<file path="src/rtl/mnp_defs.svh">
// constants for the mii nibble port
`ifndef MNP_DEFS_SVH
`define MNP_DEFS_SVH
`define MNP_SYNC_STAGES 3
`define MNP_BUF_DEPTH 2
`define MNP_NIB_W 4
`define MNP_BYTE_W 8
`define MNP_CLK_SYS_MHZ 125
`define MNP_LINK_MAX_MHZ 25
`define MNP_NIB_LO 1'b0
`define MNP_NIB_HI 1'b1
`endif

</file>
<file path="src/rtl/mnp_pkg.sv">
// types for the mii nibble port
package mnp_pkg;
  typedef enum logic [1:0] {
    MNP_TX_IDLE = 2'b00,
    MNP_TX_LO = 2'b01,
    MNP_TX_HI = 2'b11
  } mnp_tx_state_t;

  typedef struct packed {
    logic [7:0] data;
    logic last;
  } mnp_tx_word_t;

  typedef struct packed {
    logic [7:0] data;
    logic last;
    logic err;
  } mnp_rx_word_t;
endpackage

</file>
<file path="src/rtl/mnp_buf2.sv">
// two-entry valid/ready buffer
`timescale 1ns/10ps
module mnp_buf2 #(
  parameter int W = 10
) (
  input wire logic clk_sys,
  input wire logic rst,
  input wire logic in_valid,
  output logic in_ready,
  input wire logic [W-1:0] in_data,
  output logic out_valid,
  input wire logic out_ready,
  output logic [W-1:0] out_data
);
  logic [W-1:0] mem_r [0:1];
  logic wp_r;
  logic rp_r;
  logic [1:0] cnt_r;
  logic push;
  logic pop;

  assign in_ready = (cnt_r != 2'd2);
  assign out_valid = (cnt_r != 2'd0);
  assign out_data = mem_r[rp_r];
  assign push = in_valid && in_ready;
  assign pop = out_valid && out_ready;

  always_ff @(posedge clk_sys) begin
    if (push) begin
      mem_r[wp_r] <= in_data;
    end
  end

  always_ff @(posedge clk_sys) begin
    if (rst) begin
      wp_r <= 1'b0;
      rp_r <= 1'b0;
      cnt_r <= 2'd0;
    end else begin
      if (push) begin
        wp_r <= ~wp_r;
      end
      if (pop) begin
        rp_r <= ~rp_r;
      end
      cnt_r <= cnt_r + {1'b0, push} - {1'b0, pop};
    end
  end
endmodule // mnp_buf2

</file>
<file path="src/rtl/mnp_port.sv">
// mii nibble port: transmit and receive pin logic on the system clock
`timescale 1ns/10ps
`include "mnp_defs.svh"
module mnp_port (
  input wire logic clk_sys,
  input wire logic rst,
  input wire logic serial_encoder_mode,
  input wire logic tx_clk,
  output logic tx_en,
  output logic [3:0] txd,
  input wire logic rx_clk,
  input wire logic rx_dv,
  input wire logic rx_er,
  input wire logic [3:0] rxd,
  input wire logic tx_valid,
  output logic tx_ready,
  input wire logic [7:0] tx_data,
  input wire logic tx_last,
  output logic tx_busy,
  output logic tx_underrun,
  output logic rx_valid,
  input wire logic rx_ready,
  output logic [7:0] rx_data,
  output logic rx_last,
  output logic rx_err,
  output logic rx_overflow
);
  // three-stage samplers for link clocks and receive pins
  logic [2:0] txc_s_r;
  logic [2:0] rxc_s_r;
  logic [2:0] dv_s_r;
  logic [2:0] er_s_r;
  logic [3:0] rxd_s1_r;
  logic [3:0] rxd_s2_r;
  logic [3:0] rxd_s3_r;
  logic txc_lvl_r;
  logic rxc_lvl_r;
  logic tx_rise;
  logic rx_rise;

  // a level counts once the second and third stages agree
  function automatic logic agreed(input logic s2, input logic s3, input logic prev);
    agreed = (s2 == s3) ? s2 : prev;
  endfunction

  always_ff @(posedge clk_sys) begin
    if (rst) begin
      txc_s_r <= 3'h0;
      rxc_s_r <= 3'h0;
      dv_s_r <= 3'h0;
      er_s_r <= 3'h0;
      rxd_s1_r <= 4'h0;
      rxd_s2_r <= 4'h0;
      rxd_s3_r <= 4'h0;
    end else begin
      txc_s_r <= {txc_s_r[1:0], tx_clk};
      rxc_s_r <= {rxc_s_r[1:0], rx_clk};
      dv_s_r <= {dv_s_r[1:0], rx_dv};
      er_s_r <= {er_s_r[1:0], rx_er};
      rxd_s1_r <= rxd;
      rxd_s2_r <= rxd_s1_r;
      rxd_s3_r <= rxd_s2_r;
    end
  end

  always_ff @(posedge clk_sys) begin
    if (rst) begin
      txc_lvl_r <= 1'b0;
      rxc_lvl_r <= 1'b0;
    end else begin
      txc_lvl_r <= agreed(txc_s_r[1], txc_s_r[2], txc_lvl_r);
      rxc_lvl_r <= agreed(rxc_s_r[1], rxc_s_r[2], rxc_lvl_r);
    end
  end

  assign tx_rise = agreed(txc_s_r[1], txc_s_r[2], txc_lvl_r) && !txc_lvl_r;
  assign rx_rise = agreed(rxc_s_r[1], rxc_s_r[2], rxc_lvl_r) && !rxc_lvl_r;

  // transmit
  logic [9:0] tbuf_in;
  logic [9:0] tbuf_out;
  logic tbuf_valid;
  logic tbuf_pop;
  mnp_pkg::mnp_tx_word_t tw;
  mnp_pkg::mnp_tx_state_t tx_st_r;
  logic [7:0] tsh_r;
  logic tlast_r;
  logic [2:0] tcnt_r;
  logic tx_en_r;
  logic [3:0] txd_r;
  logic under_r;

  assign tbuf_in = {tx_data, tx_last, 1'b0};
  assign tw = mnp_pkg::mnp_tx_word_t'(tbuf_out[9:1]);

  mnp_buf2 #(.W(10)) u_tbuf (
    .clk_sys(clk_sys),
    .rst(rst),
    .in_valid(tx_valid),
    .in_ready(tx_ready),
    .in_data(tbuf_in),
    .out_valid(tbuf_valid),
    .out_ready(tbuf_pop),
    .out_data(tbuf_out)
  );

  // byte taken when the last piece of the current one goes out
  logic tx_need;
  assign tx_need = (tx_st_r == mnp_pkg::MNP_TX_IDLE) ||
    (serial_encoder_mode ? (tcnt_r == 3'd7) : (tx_st_r == mnp_pkg::MNP_TX_HI));
  assign tbuf_pop = tx_rise && tx_need && tbuf_valid &&
    !((tx_st_r != mnp_pkg::MNP_TX_IDLE) && tlast_r);

  // the pins change only on a seen transmit clock rise; the phy samples on
  // the next rise, so our few-cycle sampler lag stays well inside one period
  always_ff @(posedge clk_sys) begin
    if (rst) begin
      tx_st_r <= mnp_pkg::MNP_TX_IDLE;
      tsh_r <= 8'h00;
      tlast_r <= 1'b0;
      tcnt_r <= 3'd0;
      tx_en_r <= 1'b0;
      txd_r <= 4'h0;
      under_r <= 1'b0;
    end else if (tx_rise) begin
      under_r <= 1'b0;
      if (tbuf_pop) begin
        // enable rises with the first nibble
        tx_en_r <= 1'b1;
        tsh_r <= tw.data;
        tlast_r <= tw.last;
        tcnt_r <= 3'd0;
        txd_r <= serial_encoder_mode ? {3'h0, tw.data[0]} : tw.data[3:0];
        tx_st_r <= mnp_pkg::MNP_TX_LO;
      end else if (tx_st_r != mnp_pkg::MNP_TX_IDLE && !tx_need) begin
        // next piece of the current byte
        if (serial_encoder_mode) begin
          // one bit per clock on bit 0
          txd_r <= {3'h0, tsh_r[tcnt_r + 3'd1]};
          tcnt_r <= tcnt_r + 3'd1;
        end else begin
          txd_r <= tsh_r[7:4];
          tx_st_r <= mnp_pkg::MNP_TX_HI;
        end
      end else begin
        // enable drops on the edge after the final nibble
        under_r <= (tx_st_r != mnp_pkg::MNP_TX_IDLE) && !tlast_r;
        tx_en_r <= 1'b0;
        txd_r <= 4'h0;
        tx_st_r <= mnp_pkg::MNP_TX_IDLE;
      end
    end
  end

  // active-high enable straight from a flop
  assign tx_en = tx_en_r;
  assign txd = txd_r;
  assign tx_busy = tx_en_r;
  assign tx_underrun = under_r && tx_rise;

  // receive
  logic dv_lvl;
  logic er_lvl;
  logic dv_prev_r;
  logic [7:0] rsh_r;
  logic [2:0] rcnt_r;
  logic rerr_r;
  logic rpend_r;
  logic [7:0] rpend_data_r;
  logic rpend_err_r;
  logic rb_valid;
  logic rb_ready;
  logic [9:0] rb_in;
  logic [9:0] rb_out;
  mnp_pkg::mnp_rx_word_t rw;
  logic ovf_r;

  // the receive pins settle long before the clock rise is seen
  assign dv_lvl = dv_s_r[2];
  assign er_lvl = er_s_r[2];

  // a finished byte waits one clock so the frame end can mark it last
  always_ff @(posedge clk_sys) begin
    if (rst) begin
      dv_prev_r <= 1'b0;
      rsh_r <= 8'h00;
      rcnt_r <= 3'd0;
      rerr_r <= 1'b0;
      rpend_r <= 1'b0;
      rpend_data_r <= 8'h00;
      rpend_err_r <= 1'b0;
      ovf_r <= 1'b0;
    end else begin
      ovf_r <= 1'b0;
      if (rb_valid && !rb_ready) begin
        ovf_r <= 1'b1;
      end
      if (rx_rise) begin
        dv_prev_r <= dv_lvl;
        if (rb_valid) begin
          rpend_r <= 1'b0;
        end
        // pins discarded while valid is low
        if (dv_lvl) begin
          // error counts only with valid high
          rerr_r <= (dv_prev_r ? rerr_r : 1'b0) | er_lvl;
          if (serial_encoder_mode) begin
            // one bit per clock from bit 0, lsb first
            rsh_r <= {rxd_s3_r[0], rsh_r[7:1]};
            rcnt_r <= dv_prev_r ? rcnt_r + 3'd1 : 3'd1;
            if (rcnt_r == 3'd7 && dv_prev_r) begin
              rpend_r <= 1'b1;
              rpend_data_r <= {rxd_s3_r[0], rsh_r[7:1]};
              rpend_err_r <= rerr_r | er_lvl;
              rerr_r <= 1'b0;
              rcnt_r <= 3'd0;
            end
          end else begin
            rsh_r <= {rxd_s3_r, rsh_r[7:4]};
            // a frame's first nibble always opens a byte
            rcnt_r <= (!dv_prev_r || rcnt_r == 3'd0) ? 3'd1 : 3'd0;
            if (dv_prev_r && rcnt_r == 3'd1) begin
              rpend_r <= 1'b1;
              rpend_data_r <= {rxd_s3_r, rsh_r[7:4]};
              rpend_err_r <= rerr_r | er_lvl;
              rerr_r <= 1'b0;
            end
          end
        end
      end
    end
  end

  // byte released at the next rise; last when valid has fallen
  assign rb_valid = rx_rise && rpend_r;
  assign rb_in = {rpend_data_r, !dv_lvl, rpend_err_r};

  mnp_buf2 #(.W(10)) u_rbuf (
    .clk_sys(clk_sys),
    .rst(rst),
    .in_valid(rb_valid),
    .in_ready(rb_ready),
    .in_data(rb_in),
    .out_valid(rx_valid),
    .out_ready(rx_ready),
    .out_data(rb_out)
  );

  assign rw = mnp_pkg::mnp_rx_word_t'(rb_out);
  assign rx_data = rw.data;
  assign rx_last = rw.last;
  assign rx_err = rw.err;
  // a stall past two bytes cannot hold back the phy
  assign rx_overflow = ovf_r;
endmodule // mnp_port

</file>
<file path="config.mk">
export PLATFORM = sky130hd
export DESIGN_NAME = mnp_port
export DESIGN_NICKNAME = d
export VERILOG_FILES = /design/src/rtl/mnp_pkg.sv /design/src/rtl/mnp_buf2.sv /design/src/rtl/mnp_port.sv
export VERILOG_INCLUDE_DIRS = /design/src /design/src/rtl
export SDC_FILE = /design/constraint.sdc
export NUM_CORES = 1
export LEC_CHECK = 0
export ABC_AREA = 1
export BUFFER_PORTS_ARGS = -buffer_cell sky130_fd_sc_hd__buf_2
export CAP_MARGIN = 10
export CORE_UTILIZATION = 50
export DETAILED_ROUTE_END_ITERATION = 10
export PLACE_DENSITY_LB_ADDON = 0.25
export SLEW_MARGIN = 10
export SYNTH_ARGS = -nofsm -noshare
export SYNTH_HDL_FRONTEND = slang
export SYNTH_SLANG_ARGS = --single-unit
export TNS_END_PERCENT = 1
</file>
<file path="constraint.sdc">
create_clock -name clk_sys -period 2.6 [get_ports clk_sys]
set_input_delay 0.52 -clock clk_sys [delete_from_list [all_inputs] [get_ports clk_sys]]
set_output_delay 0.52 -clock clk_sys [all_outputs]
set_load 0.02 [all_outputs]
</file>
==> out/results.txt <==
minimum clock period -> 2.23 ns
delay of the slowest critical-path stage -> 0.38 ns
most frequent cell on the critical path -> ha_1
synth unique cells -> 34
clock skew -> 0.0109 ns
FF-to-FF Start -> tcnt_r[0]$_SDFFE_PP0P_
post-synth net total -> 527
Core Area -> 8760 um2
Worst Path Max Fanout -> 7
RSZ-0062 raised after global routing -> no
GR Overflow Total -> 0
largest net degree at the start of global routing -> 49
Hold WC Path Type -> in -> reg
FMAX -> 449 MHz
drt pass-1 iters -> 4
gr usage total -> 19.0%
initial antenna violation count -> 0
H-tree depth -> 4
crit path kind -> reg -> reg
CTS Hold Bufs -> 0
total wire length -> 8170 um
Clock Tree Buf Depth -> 2
leading area contributor after synthesis -> dfxtp_1
max_slew headroom -> 43.2%
VDD IR max -> 616 uV
fin crit share -> 85.6%
vias post-DR -> 3,227
final hold vios -> 0
Clock Root Buffer -> clkbuf_8
Post-Layout Cell Count -> 664
antenna-violating nets left -> 0
max-cap violation count -> 0
clk sink count -> 117
Slew @ Worst Pin -> 0.851 ns
worst path cell trace -> ha_1 > ha_1 > nand2_1 > nand3_2 > nand4_4 > inv_1 > ha_1 > inv_1 > ha_1 > xor2_1 > o21ai_0 > a21oi_1
hold path startpoint -> tx_data[2]
Syn Inst Count -> 495
area delta synth->final -> 19.3%
register area share after synthesis -> 59.6%
starting DRC count in detailed routing -> 152
placed cell count -> 632
Horiz. Die Dim -> 97.6 um
routed len/inst -> 12.3 um
worst reg2reg setup slack -> 0.37 ns
CTS tree -> built
Top FF cell, synth -> dfxtp_1
share of layout cells above drive strength 1 -> 18.9%
final setup TNS -> 0 ns
DRC -> 0
Post-synth EDFFs -> 38
post-synth top area share -> 34.6%
CP required -> 3.03 ns
count of final setup violators -> 0
clock latency at the later pin of the worst-skew pair -> 0.51 ns
Leakage Power -> 0.00229 uW
max-slew violation count -> 0
mean cell area of the mapped netlist -> 9.23 um2
port bufs -> 41
most frequent cells in the layout -> nand2_1 (83), dfxtp_1 (79), inv_1 (68)
Synth async-reset ratio -> 0%
Mapped Area -> 4570 um2
Worst Path Arrival -> 2.66 ns
Setup crit end kind -> flip-flop
# diodes -> 0
Reg clk slew, reported paths -> 0.06 ns
height of the die -> 97.6 um
Nets -> 575
ranking of synthesized cells by area -> dfxtp_1 (35%), edfxtp_1 (25%), nand2_1 (6.8%)
crit-path leading delay family -> adder cells
commonest non-fill, non-tap cell in the layout -> nand2_1
# fillers -> 732
TritonCTS Buffers -> 17
synthesis-stage register bit count -> 117
Site Rows -> 34
post-CTS setup buffer count -> 0
Setup crit start kind -> flip-flop
post_cts resized -> 0
hold depth -> 1
first-pass GRT wire length -> 14,300 um
CP Buf/Inv Count -> 2
Via density -> 4.86
Power Density -> 817 nW/um2
Placer Congestion -> 0.803
vias in the first global route -> 3,145
worst hold endpoint -> u_tbuf.mem_r[1][3]$_DFFE_PP_
starting density of the core -> 52.1%
Die Footprint -> 9520 um2
Worst Reg-to-Reg Cells -> 12
Worst R2R End -> u_tbuf.cnt_r[1]$_SDFF_PP0_
number of synthesis warnings -> 0
Boundary Pins -> 42
DP HPWL -> 5330 um
slowest stage cell, crit path -> dfxtp_1
status -> completed
-- where the power goes --
group,switching (uW),internal (uW),leakage (uW)
registers,24.1,1930,0.000999
clock network,762,1530,0.000293
logic,128,77.6,0.000996
total,914,3540,0.00229
-- cell families (layout without fill, tap and decap cells) --
logic type               count (synthesis)  in the layout  synth area share, %
multiplexers                            10             10                 2.47
XOR/XNOR                                 3              3                0.575
adder cells (fa/ha/maj)                 10             10                 2.74
buffers and inverters                   91            152                 7.97
flip-flops                             117            117                 59.6
AND/OR/NAND/NOR                        179            179                 16.8
AO/OA/AOI/OAI                           85             85                 9.86
-- Yosys cell counts, types with 3 or more instances --
| master | n |
|---|---|
| inv_2 | 5 |
| o21ai_0 | 27 |
| dfxtp_1 | 79 |
| clkbuf_1 | 8 |
| ha_1 | 10 |
| inv_1 | 68 |
| nand2_1 | 83 |
| a21oi_1 | 39 |
| xor2_1 | 3 |
| mux2_2 | 10 |
| buf_2 | 3 |
| nand3_1 | 16 |
| edfxtp_1 | 38 |
| buf_4 | 3 |
| o21ai_1 | 10 |
| nor2_4 | 3 |
| nor2_1 | 64 |
-- final cells by class --
cell class	instances	area, um2	share of cell area [%]
clock inverters	10	128	2.34
multi-input cells	287	1480	27.2
well taps	108	135	2.48
flip-flops and latches	117	2720	49.9
inverters	74	278	5.10
clock buffers	22	464	8.52
repair buffers	46	243	4.45
-- worst register-to-register path, cell delays in order, from the launching register on --
cell	delay, ns
dfxtp_1	0.38
ha_1	0.24
ha_1	0.18
nand2_1	0.09
nand3_2	0.13
nand4_4	0.09
inv_1	0.09
ha_1	0.29
inv_1	0.05
ha_1	0.15
xor2_1	0.19
o21ai_0	0.11
a21oi_1	0.16
-- metrics by stage --
stage          hold slack [ns]  power (uW)  area [um2]  worst slack (ns)  utilization [%]
2_1_floorplan            0.388        2140        4570             0.563                -
3_3_place_gp             0.391        2190        4860             0.445             55.5
3_5_place_dp             0.393        2200        4860             0.367             55.5
4_1_cts                  0.182        4490        5450             0.391             62.2
5_1_grt                  0.184        4610        5450             0.152             62.2
6_report                 0.198        4450        5450             0.373             62.2
-- registers in the layout, summed over array words and instances (netlist names), 4 cells and up, named ones only --
name	count
rxd_s3_r	4
u_rbuf.mem_r	20
u_tbuf.mem_r	18
rxd_s1_r	4
rpend_data_r	8
tsh_r	8
rsh_r	7
rxd_s2_r	4
txd	4
-- routing by layer --
| layer | track usage, % | share of wire (%) |
|---|---|---|
| met1 | 24.2 | 48 |
| met2 | 30.1 | 46 |
| met3 | 4.82 | 3.8 |
| met4 | 9.05 | 1.7 |
| met5 | 0 | 0 |
-- worst max-delay path by stage --
stage                           startpoint                    endpoint  slack, ns  cells past startpoint
floorplan           tcnt_r[0]$_SDFFE_PP0P_  u_tbuf.cnt_r[1]$_SDFF_PP0_       0.56                     12
global placement       serial_encoder_mode  u_tbuf.cnt_r[1]$_SDFF_PP0_       0.45                     12
detailed placement     serial_encoder_mode  u_tbuf.cnt_r[1]$_SDFF_PP0_       0.37                     11
CTS                  txc_s_r[1]$_SDFF_PP0_                 tx_underrun       0.39                      5
global route        tcnt_r[0]$_SDFFE_PP0P_  u_tbuf.cnt_r[1]$_SDFF_PP0_       0.15                     12
finish              tcnt_r[0]$_SDFFE_PP0P_  u_tbuf.cnt_r[1]$_SDFF_PP0_       0.37                     12
Power figures use the tool's default switching activity.
